==> src/gsf_pkg.sv <==
package gsf_pkg;
  // Buffer geometry.
  localparam int CH_W = 16; // Bits per rate sample.
  localparam int NUM_CH = 3; // Yaw, pitch and roll.
  localparam int SET_W = CH_W * NUM_CH; // One stored sample set.
  localparam int DEPTH = 32; // Sample sets held by the buffer.
  localparam int BYTE_W = 8; // Register width.
  localparam int ADDR_W = 7; // Register index width.
  // Register indices.
  localparam logic [6:0] ADDR_IRQ_CFG = 7'h22; // interrupt_pin_config.
  localparam logic [6:0] ADDR_AX1_LO = 7'h28; // axis1_out_low.
  localparam logic [6:0] ADDR_AX1_HI = 7'h29; // axis1_out_high.
  localparam logic [6:0] ADDR_AX2_LO = 7'h2A; // axis2_out_low.
  localparam logic [6:0] ADDR_AX2_HI = 7'h2B; // axis2_out_high.
  localparam logic [6:0] ADDR_AX3_LO = 7'h2C; // axis3_out_low.
  localparam logic [6:0] ADDR_AX3_HI = 7'h2D; // axis3_out_high.
  localparam logic [6:0] ADDR_BUF_CTRL = 7'h2E; // buffer_control.
  localparam logic [6:0] ADDR_BUF_STAT = 7'h2F; // buffer_status.
  localparam logic [6:0] ADDR_TRIG_CFG = 7'h30; // trigger_event_config.
  // buffer_control fields.
  localparam int MODE_LSB = 5; // Mode field low bit.
  localparam int MODE_W = 3; // Mode field width.
  localparam int WTM_W = 5; // watermark_level width.
  localparam logic [2:0] MODE_BYPASS = 3'h0; // Latest sample only.
  localparam logic [2:0] MODE_FIFO = 3'h1; // Fill, then stop.
  localparam logic [2:0] MODE_STREAM = 3'h2; // Fill, then drop oldest.
  localparam logic [2:0] MODE_STREAM_TO_FIFO = 3'h3; // Stream until trigger.
  localparam logic [2:0] MODE_BYPASS_TO_STREAM = 3'h4; // Bypass until trigger.
  // buffer_status fields.
  localparam int STAT_WTM_BIT = 7; // Watermark reached.
  localparam int STAT_FULL_BIT = 6; // All entries unread.
  localparam int STAT_EMPTY_BIT = 5; // Nothing unread.
  localparam int STAT_CNT_W = 5; // Low bits of the stored count.
  // interrupt_pin_config enables.
  localparam int IRQ_WTM_BIT = 2; // watermark_irq_enable.
  localparam int IRQ_FULL_BIT = 1; // Full event enable.
  localparam int IRQ_EMPTY_BIT = 0; // Empty event enable.
  localparam logic [7:0] REG_RST = 8'h00; // Reset of writable registers.
  // Behaviour the buffer actually follows once triggers are resolved.
  typedef enum logic [1:0] {BEH_BYPASS, BEH_FIFO, BEH_STREAM} gsf_beh_t;
endpackage

==> src/gsf_sync3.sv <==
`timescale 1ns/10ps
module gsf_sync3 (
  input wire logic clk_in, // Block clock.
  input wire logic resetn_in, // Synchronous reset, active low.
  input wire logic async_in, // Level from another domain.
  output logic rise_out // One-cycle pulse per accepted rise.
);
  logic s1_ff; // First stage, read only by the second.
  logic s2_ff; // Second stage.
  logic s3_ff; // Third stage.
  logic level_ff; // Accepted level.
  logic rise_ff; // Registered rise pulse.
  wire logic agree; // Second and third stages match.

  assign agree = (s2_ff == s3_ff);
  assign rise_out = rise_ff;

  // A change only counts once two settled stages agree, which filters a late flop.
  always_ff @(posedge clk_in) begin
    if (!resetn_in) begin
      s1_ff <= 1'h0;
      s2_ff <= 1'h0;
      s3_ff <= 1'h0;
      level_ff <= 1'h0;
      rise_ff <= 1'h0;
    end else begin
      s1_ff <= async_in;
      s2_ff <= s1_ff;
      s3_ff <= s2_ff;
      level_ff <= agree ? s3_ff : level_ff;
      rise_ff <= agree && s3_ff && !level_ff;
    end
  end
endmodule

==> src/gsf_fifo.sv <==
`timescale 1ns/10ps
module gsf_fifo #(
  parameter int WIDTH = 16, // Word width.
  parameter int DEPTH = 16, // Words held, a power of two.
  parameter int CNT_W = $clog2(DEPTH + 1) // Count width.
) (
  input wire logic clk_in, // Block clock.
  input wire logic resetn_in, // Synchronous reset, active low.
  input wire logic flush_in, // Drop everything, pointers to zero.
  input wire logic in_valid_in, // Word offered.
  input wire logic [WIDTH-1:0] in_data_in, // Word to store.
  output logic in_ready_out, // Word can be taken.
  output logic out_valid_out, // Oldest word present.
  output logic [WIDTH-1:0] out_data_out, // Oldest word.
  input wire logic out_ready_in, // Oldest word consumed.
  output logic [CNT_W-1:0] count_out // Words stored.
);
  localparam int PTR_W = $clog2(DEPTH); // Pointer width.
  logic [WIDTH-1:0] mem_ff [DEPTH]; // Storage, flops.
  logic [PTR_W-1:0] wr_ptr_ff; // Next slot to write.
  logic [PTR_W-1:0] rd_ptr_ff; // Oldest slot.
  logic [CNT_W-1:0] count_ff; // Words stored.
  wire logic full; // No free slot.
  wire logic push; // Word taken this cycle.
  wire logic pop; // Word consumed this cycle.
  wire logic [CNT_W-1:0] nxt_count; // Count after this cycle.

  assign full = (count_ff == CNT_W'(DEPTH));
  // A pop in the same cycle frees a slot, so a full buffer may still take a word.
  assign in_ready_out = !full || out_ready_in;
  assign out_valid_out = (count_ff != '0);
  assign out_data_out = mem_ff[rd_ptr_ff];
  assign count_out = count_ff;
  assign push = in_valid_in && in_ready_out && !flush_in;
  assign pop = out_valid_out && out_ready_in && !flush_in;
  assign nxt_count = count_ff + CNT_W'(push) - CNT_W'(pop);

  // Data slots carry no reset; only pointers and count define the state.
  always_ff @(posedge clk_in) begin
    if (push) begin
      mem_ff[wr_ptr_ff] <= in_data_in;
    end
  end

  // Pointers wrap naturally at a power-of-two depth.
  always_ff @(posedge clk_in) begin
    if (!resetn_in || flush_in) begin
      wr_ptr_ff <= '0;
      rd_ptr_ff <= '0;
      count_ff <= '0;
    end else begin
      wr_ptr_ff <= push ? wr_ptr_ff + PTR_W'(1) : wr_ptr_ff;
      rd_ptr_ff <= pop ? rd_ptr_ff + PTR_W'(1) : rd_ptr_ff;
      count_ff <= nxt_count;
    end
  end
endmodule

==> src/gsf_gyro_sample_fifo.sv <==
`timescale 1ns/10ps
// Contract
// Per channel buffer, 32 entries, 16 bits.
// Five modes, chosen in buffer_control.
// Watermark, empty, full each enable the pin.
// buffer_status reports watermark, empty, full.
// Five-bit watermark level in buffer_control.
// Watermark event when count reaches level.
// Bypass keeps only latest sample, buffer empty.
// Fifo mode stops accepting when full.
// Host restarts filled fifo via bypass.
// Stream mode drops oldest when full.
// Bypass-to-stream switches to stream on trigger.
// Stream-to-fifo switches to fifo on trigger.
// Buffered modes: output registers read buffer.
// Each read set returns oldest sample set.
// Burst address wraps from 2Dh to 28h.
// Empty when none unread; full at 32.
// Bypass discards entries and resets pointers.
module gsf_gyro_sample_fifo #(
  parameter int DEPTH = gsf_pkg::DEPTH // Sample sets held.
) (
  input wire logic clk_in, // Block clock, 125 MHz.
  input wire logic resetn_in, // Synchronous reset, active low.
  input wire logic sample_clk_in, // New-sample strobe, other domain.
  input wire logic [15:0] axis1_sample_in, // Yaw sample.
  input wire logic [15:0] axis2_sample_in, // Pitch sample.
  input wire logic [15:0] axis3_sample_in, // Roll sample.
  input wire logic trigger_event_in, // Event from interrupt generator.
  input wire logic [6:0] reg_addr_in, // Register index.
  input wire logic reg_inc_in, // Use the auto-increment pointer.
  input wire logic reg_wr_in, // Write strobe.
  input wire logic [7:0] reg_wdata_in, // Write data.
  input wire logic reg_rd_in, // Read strobe.
  output logic [7:0] reg_rdata_out, // Read data.
  output logic reg_rvalid_out, // Read data valid pulse.
  output logic [7:0] trigger_event_config_out, // Config to generator.
  output logic sample_ready_out, // Buffer can take a sample.
  output logic data_ready_irq_pin_out // Interrupt pin level.
);
  localparam int CNT_W = $clog2(DEPTH + 1); // Count width.
  localparam int SET_W = gsf_pkg::SET_W; // Sample set width.
  localparam int BW = gsf_pkg::BYTE_W; // Byte width.
  localparam int AW = gsf_pkg::ADDR_W; // Index width.

  // Register state.
  logic [BW-1:0] irq_cfg_ff; // interrupt_pin_config.
  logic [BW-1:0] ctrl_ff; // buffer_control.
  logic [BW-1:0] trig_cfg_ff; // trigger_event_config.
  logic triggered_ff; // Trigger seen in a trigger mode.
  logic [AW-1:0] addr_ptr_ff; // Auto-increment pointer.
  logic [SET_W-1:0] latest_ff; // Bypass slot: latest sample set.
  logic [BW-1:0] rdata_ff; // Registered read data.
  logic rvalid_ff; // Registered read valid.
  logic irq_ff; // Registered pin level.

  // Decoded control.
  wire logic [2:0] mode_code; // Mode field.
  wire logic [gsf_pkg::WTM_W-1:0] wtm_level; // watermark_level.
  gsf_pkg::gsf_beh_t beh; // Effective behaviour.
  wire logic trig_mode; // A trigger mode is selected.
  wire logic buffered; // Reads come from the buffer.
  wire logic flush; // Buffer held empty.

  // Sample path.
  wire logic sample_new; // A fresh sample set arrived.
  wire logic [SET_W-1:0] sample_set; // Incoming set.
  wire logic fifo_in_ready; // Buffer takes a set.
  wire logic fifo_out_valid; // Oldest set present.
  wire logic [SET_W-1:0] fifo_head; // Oldest set.
  wire logic fifo_pop; // Consume oldest set.
  wire logic [CNT_W-1:0] fifo_count; // Stored sets.
  wire logic empty; // Nothing unread.
  wire logic full; // All entries unread.
  wire logic wtm_hit; // Watermark reached.
  wire logic read_pop; // Host finished a set.
  wire logic stream_drop; // Oldest dropped for room.

  // Register access.
  wire logic [AW-1:0] eff_addr; // Address of this access.
  wire logic [AW-1:0] nxt_addr_ptr; // Address of the next burst byte.
  wire logic [SET_W-1:0] out_set; // Set shown by output registers.
  wire logic [BW-1:0] status_byte; // buffer_status contents.
  wire logic [BW-1:0] rd_byte; // Selected read byte.
  wire logic nxt_triggered; // Next trigger state.
  wire logic nxt_irq; // Next pin level.

  assign mode_code = ctrl_ff[gsf_pkg::MODE_LSB +: gsf_pkg::MODE_W];
  assign wtm_level = ctrl_ff[gsf_pkg::WTM_W-1:0];

  // Trigger modes resolve to plain behaviour; unused codes act as bypass.
  always_comb begin
    unique case (mode_code)
      gsf_pkg::MODE_FIFO: begin
        beh = gsf_pkg::BEH_FIFO;
      end
      gsf_pkg::MODE_STREAM: begin
        beh = gsf_pkg::BEH_STREAM;
      end
      gsf_pkg::MODE_BYPASS_TO_STREAM: begin
        beh = triggered_ff ? gsf_pkg::BEH_STREAM : gsf_pkg::BEH_BYPASS;
      end
      gsf_pkg::MODE_STREAM_TO_FIFO: begin
        beh = triggered_ff ? gsf_pkg::BEH_FIFO : gsf_pkg::BEH_STREAM;
      end
      default: begin
        beh = gsf_pkg::BEH_BYPASS;
      end
    endcase
  end

  assign trig_mode = (mode_code == gsf_pkg::MODE_BYPASS_TO_STREAM) ||
                     (mode_code == gsf_pkg::MODE_STREAM_TO_FIFO);
  assign buffered = (beh != gsf_pkg::BEH_BYPASS);
  // Bypass empties the buffer; this is also how a filled buffer restarts.
  assign flush = (beh == gsf_pkg::BEH_BYPASS);

  // The trigger sets the flag; a write to buffer_control clears it, set wins.
  assign nxt_triggered = (trig_mode && trigger_event_in) ? 1'h1 :
                         (reg_wr_in && eff_addr == gsf_pkg::ADDR_BUF_CTRL) ? 1'h0 :
                         triggered_ff;

  // The sample strobe comes from the measurement domain; sample words must be
  // stable for several block cycles around its rise, since they are not resynced.
  gsf_sync3 u_sample_sync (
    .clk_in(clk_in),
    .resetn_in(resetn_in),
    .async_in(sample_clk_in),
    .rise_out(sample_new)
  );

  assign sample_set = {axis3_sample_in, axis2_sample_in, axis1_sample_in};

  // One word holds all three channels so the sets never drift apart.
  gsf_fifo #(
    .WIDTH(SET_W),
    .DEPTH(DEPTH),
    .CNT_W(CNT_W)
  ) u_buffer (
    .clk_in(clk_in),
    .resetn_in(resetn_in),
    .flush_in(flush),
    .in_valid_in(sample_new),
    .in_data_in(sample_set),
    .in_ready_out(fifo_in_ready),
    .out_valid_out(fifo_out_valid),
    .out_data_out(fifo_head),
    .out_ready_in(fifo_pop),
    .count_out(fifo_count)
  );

  assign empty = !fifo_out_valid;
  assign full = (fifo_count == CNT_W'(DEPTH));
  assign wtm_hit = (fifo_count >= CNT_W'(wtm_level));
  // In fifo behaviour a full buffer refuses samples until a set is read or bypass is written.
  // Stream always takes a sample, since the oldest set makes way for it.
  assign sample_ready_out = !flush && (fifo_in_ready || (beh == gsf_pkg::BEH_STREAM));
  // Stream makes room by dropping the oldest set as the new one lands.
  assign stream_drop = (beh == gsf_pkg::BEH_STREAM) && full && sample_new;
  // The last byte of a set releases it and brings the next oldest forward.
  assign read_pop = reg_rd_in && buffered && !empty &&
                    (eff_addr == gsf_pkg::ADDR_AX3_HI);
  assign fifo_pop = read_pop || stream_drop;

  // Address of this access and of the byte after it.
  assign eff_addr = reg_inc_in ? addr_ptr_ff : reg_addr_in;
  assign nxt_addr_ptr = (eff_addr == gsf_pkg::ADDR_AX3_HI) ? gsf_pkg::ADDR_AX1_LO :
                        eff_addr + AW'(1);

  // Buffered modes read the oldest set; bypass, or an empty buffer, the latest.
  assign out_set = (buffered && !empty) ? fifo_head : latest_ff;

  assign status_byte[gsf_pkg::STAT_WTM_BIT] = wtm_hit;
  assign status_byte[gsf_pkg::STAT_FULL_BIT] = full;
  assign status_byte[gsf_pkg::STAT_EMPTY_BIT] = empty;
  assign status_byte[gsf_pkg::STAT_CNT_W-1:0] = gsf_pkg::STAT_CNT_W'(fifo_count);

  // Read selection; unmapped indices read as zero.
  assign rd_byte =
    (eff_addr == gsf_pkg::ADDR_IRQ_CFG) ? irq_cfg_ff :
    (eff_addr == gsf_pkg::ADDR_AX1_LO) ? out_set[0*BW +: BW] :
    (eff_addr == gsf_pkg::ADDR_AX1_HI) ? out_set[1*BW +: BW] :
    (eff_addr == gsf_pkg::ADDR_AX2_LO) ? out_set[2*BW +: BW] :
    (eff_addr == gsf_pkg::ADDR_AX2_HI) ? out_set[3*BW +: BW] :
    (eff_addr == gsf_pkg::ADDR_AX3_LO) ? out_set[4*BW +: BW] :
    (eff_addr == gsf_pkg::ADDR_AX3_HI) ? out_set[5*BW +: BW] :
    (eff_addr == gsf_pkg::ADDR_BUF_CTRL) ? ctrl_ff :
    (eff_addr == gsf_pkg::ADDR_BUF_STAT) ? status_byte :
    (eff_addr == gsf_pkg::ADDR_TRIG_CFG) ? trig_cfg_ff :
    gsf_pkg::REG_RST;

  // Each condition reaches the pin only through its own enable.
  assign nxt_irq = (irq_cfg_ff[gsf_pkg::IRQ_WTM_BIT] && wtm_hit) ||
                   (irq_cfg_ff[gsf_pkg::IRQ_FULL_BIT] && full) ||
                   (irq_cfg_ff[gsf_pkg::IRQ_EMPTY_BIT] && empty);

  assign reg_rdata_out = rdata_ff;
  assign reg_rvalid_out = rvalid_ff;
  assign trigger_event_config_out = trig_cfg_ff;
  assign data_ready_irq_pin_out = irq_ff;

  // Writable registers; the output and status indices ignore writes.
  always_ff @(posedge clk_in) begin
    if (!resetn_in) begin
      irq_cfg_ff <= gsf_pkg::REG_RST;
      ctrl_ff <= gsf_pkg::REG_RST;
      trig_cfg_ff <= gsf_pkg::REG_RST;
    end else if (reg_wr_in) begin
      irq_cfg_ff <= (eff_addr == gsf_pkg::ADDR_IRQ_CFG) ? reg_wdata_in : irq_cfg_ff;
      ctrl_ff <= (eff_addr == gsf_pkg::ADDR_BUF_CTRL) ? reg_wdata_in : ctrl_ff;
      trig_cfg_ff <= (eff_addr == gsf_pkg::ADDR_TRIG_CFG) ? reg_wdata_in : trig_cfg_ff;
    end
  end

  // Burst pointer follows every access, wrapping across the output block.
  always_ff @(posedge clk_in) begin
    if (!resetn_in) begin
      addr_ptr_ff <= gsf_pkg::ADDR_AX1_LO;
    end else if (reg_rd_in || reg_wr_in) begin
      addr_ptr_ff <= nxt_addr_ptr;
    end
  end

  // The bypass slot always tracks the newest set, whatever the mode.
  always_ff @(posedge clk_in) begin
    if (!resetn_in) begin
      latest_ff <= '0;
    end else if (sample_new) begin
      latest_ff <= sample_set;
    end
  end

  // Trigger flag, read data and pin level.
  always_ff @(posedge clk_in) begin
    if (!resetn_in) begin
      triggered_ff <= 1'h0;
      rdata_ff <= gsf_pkg::REG_RST;
      rvalid_ff <= 1'h0;
      irq_ff <= 1'h0;
    end else begin
      triggered_ff <= nxt_triggered;
      rdata_ff <= reg_rd_in ? rd_byte : rdata_ff;
      rvalid_ff <= reg_rd_in;
      irq_ff <= nxt_irq;
    end
  end
endmodule

==> config.mk <==
export PLATFORM = sky130hd
export DESIGN_NAME = gsf_gyro_sample_fifo
export DESIGN_NICKNAME = d
export VERILOG_FILES = /design/src/gsf_pkg.sv /design/src/gsf_sync3.sv /design/src/gsf_fifo.sv /design/src/gsf_gyro_sample_fifo.sv
export SDC_FILE = /design/constraint.sdc
export NUM_CORES = 2
export LEC_CHECK = 0
export BUFFER_PORTS_ARGS = -buffer_cell sky130_fd_sc_hd__buf_2
export CAP_MARGIN = 20
export CORE_MARGIN = 10
export CORE_UTILIZATION = 57
export CTS_CLUSTER_SIZE = 28
export DETAILED_ROUTE_END_ITERATION = 8
export GPL_TIMING_DRIVEN = 0
export PLACE_DENSITY_LB_ADDON = 0.05
export SETUP_SLACK_MARGIN = 0.1
export SLEW_MARGIN = 20
export SYNTH_ARGS = -nofsm -noshare
export SYNTH_HDL_FRONTEND = slang
export SYNTH_SLANG_ARGS = --single-unit
==> constraint.sdc <==
create_clock -name clk_in -period 10.3 [get_ports clk_in]
set_input_delay 1.03 -clock clk_in [delete_from_list [all_inputs] [get_ports clk_in]]
set_output_delay 1.03 -clock clk_in [all_outputs]
set_load 0.02 [all_outputs]
======== Word level (Yosys, flattened, before mapping) ========
Memories as Yosys holds them, arrays and structs flattened. A register that Yosys moved wholly into a read port is not among the register bits.
Cells that the tools add are included.
operators by class
  mux-type cells .......................... 22
  add/subtract/negate cells ............... 5
  reduce and logical (&&, ||, !) cells .... 38
  magnitude comparators ................... 1
  equal/unequal tests ..................... 17
operators by type and width
  cell                 count
  $mux 8               10
  $eq 7x6->1 const B   10
  $mux 48              1
  $logic_and 1x1->1    18
  $mux 7               2
  $add 5x1->5 const B  2
  $mux 5               2
  $logic_or 1x1->1     8
  $pmux 2 s4           1
  $add 7x1->7 const B  1
  $add 6x1->6          1
  $eq 3x2->1 const B   2
  $eq 6x6->1 const B   1
  $ge 6x5->1           1
  $reduce_and 2->1     3
  $reduce_bool 6->1    1
  $sub 6x1->6          1
  $logic_not 1->1      5
  $mux 1               4
  $mux 2               2
  $reduce_bool 2->1    2
  $eq 3x1->1 const B   1
  $eq 3x3->1 const B   1
  $eq 2x2->1 const B   1
  other kinds (2)      2
word-level totals
  flip-flop bits (word level) ............. 111
  input port bits ......................... 70
  memories ................................ 1
  logic and storage cells ................. 101
  bits in writable memories ............... 1,536
memory list
  memory           depth  bits a word  rd ports  clocked after memory_dff  wr ports  line            source
  u_buffer.mem_ff  32     48           1         1                         1         gsf_fifo.sv:19  logic [WIDTH-1:0] mem_ff [DEPTH];

======== Longest topological paths before layout ========
  depth after elaboration ................. 12
  gate-level depth with buffers ........... 18
  mapped depth without buffers ............ 17

======== Modules after synthesis ========
From an unflattened synthesis, not the netlist that was laid out.
second synthesis, totals
  cells, all modules ...................... 3,702
  area, all modules ....................... 65,795.6 um^2
modules (own cells, without submodules)
  module                seq. area each (um^2)  cells each  times used  area each (um^2)
  gsf_fifo              46,544.6               2,987       1           59,878.7
  gsf_gyro_sample_fifo  1,801.7                702         1           5,761.8
  gsf_sync3             100.1                  13          1           155.1

======== Worst setup path before layout ========
Ideal clock, no wire load.
  path type ............................... in2reg
  start point ............................. input port reg_inc_in
  end point ............................... memory u_buffer.mem_ff[30][0] in the netlist's numbering (enable)
  path slack .............................. 4,661 ps
  arrival ................................. 5,185 ps
  setup time .............................. 454 ps
  path buffers ............................ 3
  stages on the path ...................... 10
  required time ........................... 9,846 ps
  cells stage by stage .................... clkbuf_1 -> buf_2 -> mux2i_1 -> ha_1 -> o221a_2 -> a311o_1 -> and3_1 -> clkbuf_1 -> nand2_1 -> nor2_1
on the way
  longest elaborated chain between the ends .. 9
ends and longest elaborated chain
  what                            line                         source
  start: declaration              gsf_gyro_sample_fifo.sv:31   input wire logic reg_inc_in,
  $mux 7                          gsf_gyro_sample_fifo.sv:166  assign eff_addr = reg_inc_in ? addr_ptr_ff : reg_addr_in;
  $eq 7x6->1                      gsf_gyro_sample_fifo.sv:162  (eff_addr == gsf_pkg::ADDR_AX3_HI);
  $logic_and 1x1->1               gsf_gyro_sample_fifo.sv:161  assign read_pop = reg_rd_in && buffered && !empty &&
  $logic_or 1x1->1                gsf_gyro_sample_fifo.sv:163  assign fifo_pop = read_pop || stream_drop;
  $logic_or 1x1->1                gsf_fifo.sv:30               assign in_ready_out = !full || out_ready_in;
  $logic_and 1x1->1 (2 in a row)  gsf_fifo.sv:34               assign push = in_valid_in && in_ready_out && !flush_in;
  named net u_buffer.push         gsf_fifo.sv:24               wire logic push;
  $mux 1                          gsf_fifo.sv:40               if (push) begin
  $mux 1 (implied by the code)    gsf_fifo.sv:41               mem_ff[wr_ptr_ff] <= in_data_in;
  end: declaration                gsf_fifo.sv:19
The timed path passes the listed nets, and every way through them passes these cells.

======== Worst setup path after layout ========
  start point ............................. input port reg_inc_in
  end point ............................... memory u_buffer.mem_ff[9][30] in the netlist's numbering (enable)
Same word-level chain as after synthesis.

==> reports/results.txt <==
Worst setup SP type - input pin
die width - 358 µm
sequential cell area fraction in the yosys report - 74.6%
Fin Clk Skew - 31.2 ps
Avg Cell Area, Syn - 20.9 µm²
number of flops mapped to enable cells by yosys - 1536
vias - 36000
Final Cycle Share - 52.9%
worst skew pair latency - 780 ps
Worst setup EP type - register
DRT Wirelength - 210000 µm
Top-Level Pins - 89
vias in the first global route - 34900
Post-DP Area - 70200 µm²
switch share - 20.4%
Cell variety after synth - 75
Clock Tree Buf Depth - 3
drt initial violations - 6050
Pwr per Cell Area - 177 nW/µm²
Slew HR - 17.8%
Critical Path RT - 10760 ps
Reg power frac - 54.9%
CP peak stage delay - 740 ps
final hold violations - 0
CTS tree - built
post_cts resized - 0
global-route wire length before repair - 287000 µm
status - finished clean
asr flop ratio synth - 0%
most frequent cell on the critical path - buf_12
Initial Utilization - 57.6%
Std-Cell Rows - 123
critical path data arrival time - 5910 ps
Port-buffer cells - 88
drt pass-1 iters - 6
Leakage - 23.3 nW
synth warn - 0
Cell Area, Synth - 64900 µm²
Net count, final - 3585
layout cell share with drive strength beyond 1 - 28.1%
RSZ-0062 raised after global routing - false
Fill cells - 7336
Layout Cell Area excl Fill - 75400 µm²
Congestion Overflow GR - 0
post-route ant nets - 0
endpoints failing setup - 0
Sink Count - 1652
most common flop cell mapped by yosys - edfxtp_1
Die ar. - 128000 µm²
GRT Util Overall - 33.0%
Synth Instances - 3111
DR WL/cell - 40.9 µm
Via-to-Cell Ratio - 7.02
CTS buffer count - 167
Tmin final - 5450 ps
CTS Hold Bufs - 0
critical path, cell by cell - buf_2, clkbuf_1, buf_2, mux2i_1, ha_1, o221a_2, a311o_1, and3_1, clkbuf_1, nand2_1, nor2_4, buf_12, buf_12, buf_12
clock share of power - 43.5%
Die Height - 358 µm
Hold Path Class - register to register
critical path type - input pin to register
CP top delay family - buffers and inverters
Switching Power - 2.73 mW
internal power - 10.6 mW
gpl congestion - 0.966
Finished Core Util - 66.8%
Post-DP HPWL - 143000 µm
critical path's slowest cell - nor2_4
Core Region - 113000 µm²
initial antenna violation count - 10
Worst-Margin Slew - 1230 ps
DRC Markers - 0
Synth Register Bits - 1652
H-tree depth - 4
largest net degree at the start of global routing - 34
syn nets - 3206
max cap viols - 0
VDD IR max - 0.175 mV
buffer count from post-CTS setup fixing - 0
CTS clk-pin slew, worst paths - 60 ps
Logic pwr share - 1.6%
commonest cells after routing, fill and taps aside - edfxtp_1 (1536), mux4_2 (430), clkbuf_16 (174)
Max Slew Vio Count - 0
synth-to-layout area growth - 16.1%
Max Fanout on Critical Path - 14
most common cell after layout, fill and taps aside - edfxtp_1
CTS Root Cell - clkbuf_16
CP bufs+invs - 7
fmax - 183 MHz
[through the flow]
stage	total power, mW	TNS [ps]	setup slack (ps)	hold WS [ps]	instances
floorplan	7.54	0	4660	390	3111
global placement	7.67	-533840	-796	407	4699
detailed placement	7.69	0	4080	414	4820
CTS	13.4	0	4890	427	5127
global route	13.7	0	4680	447	5128
finish	13.4	0	4850	418	5129
[power groups by stage]
stage                     clock [mW]  sequential (mW)  combinational (mW)
final                           5.82             7.34               0.215
after global placement             0             7.48               0.192
after floorplan                    0             7.48              0.0578
after CTS                       5.85             7.34               0.207
after detailed placement           0             7.48               0.206
after global routing            6.13             7.33               0.225
[sequential cells by signal, summed over array words and instances (netlist names), named ones only]
register and flops:
u_buffer.mem_ff 1536, latest_ff 48, ctrl_ff 8, irq_cfg_ff 8, reg_rdata_out 8, trigger_event_config_out 8
addr_ptr_ff 7, u_buffer.count_out 6, u_buffer.rd_ptr_ff 5, u_buffer.wr_ptr_ff 5, data_ready_irq_pin_out 1, reg_rvalid_out 1
triggered_ff 1, u_sample_sync.level_ff 1, u_sample_sync.rise_out 1, u_sample_sync.s1_ff 1, u_sample_sync.s2_ff 1, u_sample_sync.s3_ff 1
[Yosys cell counts, types with 6 or more instances]
| cell | n | area share [%] |
|---|---|---|
| a221oi_1 | 11 | 0.15 |
| xor2_1 | 7 | 0.094 |
| edfxtp_1 | 1536 | 71 |
| nor4_1 | 8 | 0.077 |
| a21boi_0 | 11 | 0.13 |
| a21oi_1 | 41 | 0.32 |
| nor2b_1 | 79 | 0.76 |
| buf_1 | 20 | 0.12 |
| buf_6 | 20 | 0.35 |
| mux2i_1 | 149 | 2.3 |
| o221ai_1 | 13 | 0.18 |
| dfxtp_1 | 116 | 3.6 |
| nor3_1 | 18 | 0.14 |
| a22oi_1 | 26 | 0.30 |
| and3_1 | 10 | 0.096 |
| o211ai_1 | 14 | 0.16 |
| buf_4 | 28 | 0.32 |
| o31ai_1 | 6 | 0.069 |
| and2_1 | 6 | 0.058 |
| ha_1 | 24 | 0.46 |
| o22ai_1 | 15 | 0.14 |
| nand2b_1 | 14 | 0.13 |
| a21o_1 | 6 | 0.069 |
| inv_1 | 22 | 0.13 |
| a211oi_1 | 13 | 0.15 |
| a31oi_1 | 7 | 0.067 |
| nand2_1 | 82 | 0.47 |
| mux4_2 | 430 | 15 |
| nor2_1 | 104 | 0.60 |
| clkbuf_1 | 65 | 0.38 |
| nand3_1 | 28 | 0.22 |
| buf_2 | 39 | 0.30 |
| a32oi_1 | 13 | 0.18 |
| o21ai_0 | 37 | 0.29 |
[final cells by class]
class	instances	area (µm²)	share of cell area, %
timing repair buffer	210	3150	4.17
multi-input combinational	1264	15700	20.8
inverter	23	86.3	0.115
clock buffer	223	4540	6.02
clock inverter	84	629	0.835
buffer	172	968	1.28
tap	1500	1880	2.49
antenna	1	2.50	0.00332
sequential	1652	48400	64.3
[routing by layer]
metal	share of wire, %	track usage [%]	wire (µm)
met1	37	47.4	78200
met2	45	48.7	94300
met3	13	7.60	26400
met4	5.2	14.7	10900
met5	0.034	0	71
[worst paths after layout]
check | startpoint | to | slack [ps] | depth (start not counted)
worst max-delay path | reg_inc_in | u_buffer.mem_ff[9][30] | 4850 | 14
worst min-delay path | u_sample_sync.level_ff | u_sample_sync.rise_out | 420 | 1
worst max register to register | u_buffer.count_out[2] | u_buffer.count_out[4] | 5470 | 18
worst min register to register | u_sample_sync.level_ff | u_sample_sync.rise_out | 420 | 1
[logic make-up (layout without fill, tap and decap cells)]
| family | Yosys count | count (layout) | share of synthesized area (%) |
|---|---|---|---|
| DFF | 1652 | 1652 | 74.6 |
| and+or+nand+nor | 382 | 382 | 2.96 |
| muxes | 584 | 584 | 17.3 |
| xor gates and xnor gates | 11 | 11 | 0.148 |
| adders and majority gates | 25 | 25 | 0.493 |
| other | 0 | 1 | 0 |
| buffers and inverters | 195 | 712 | 1.60 |
| AOI/OAI and AO/OA | 262 | 262 | 2.88 |
(Power assumes the default switching activity.)
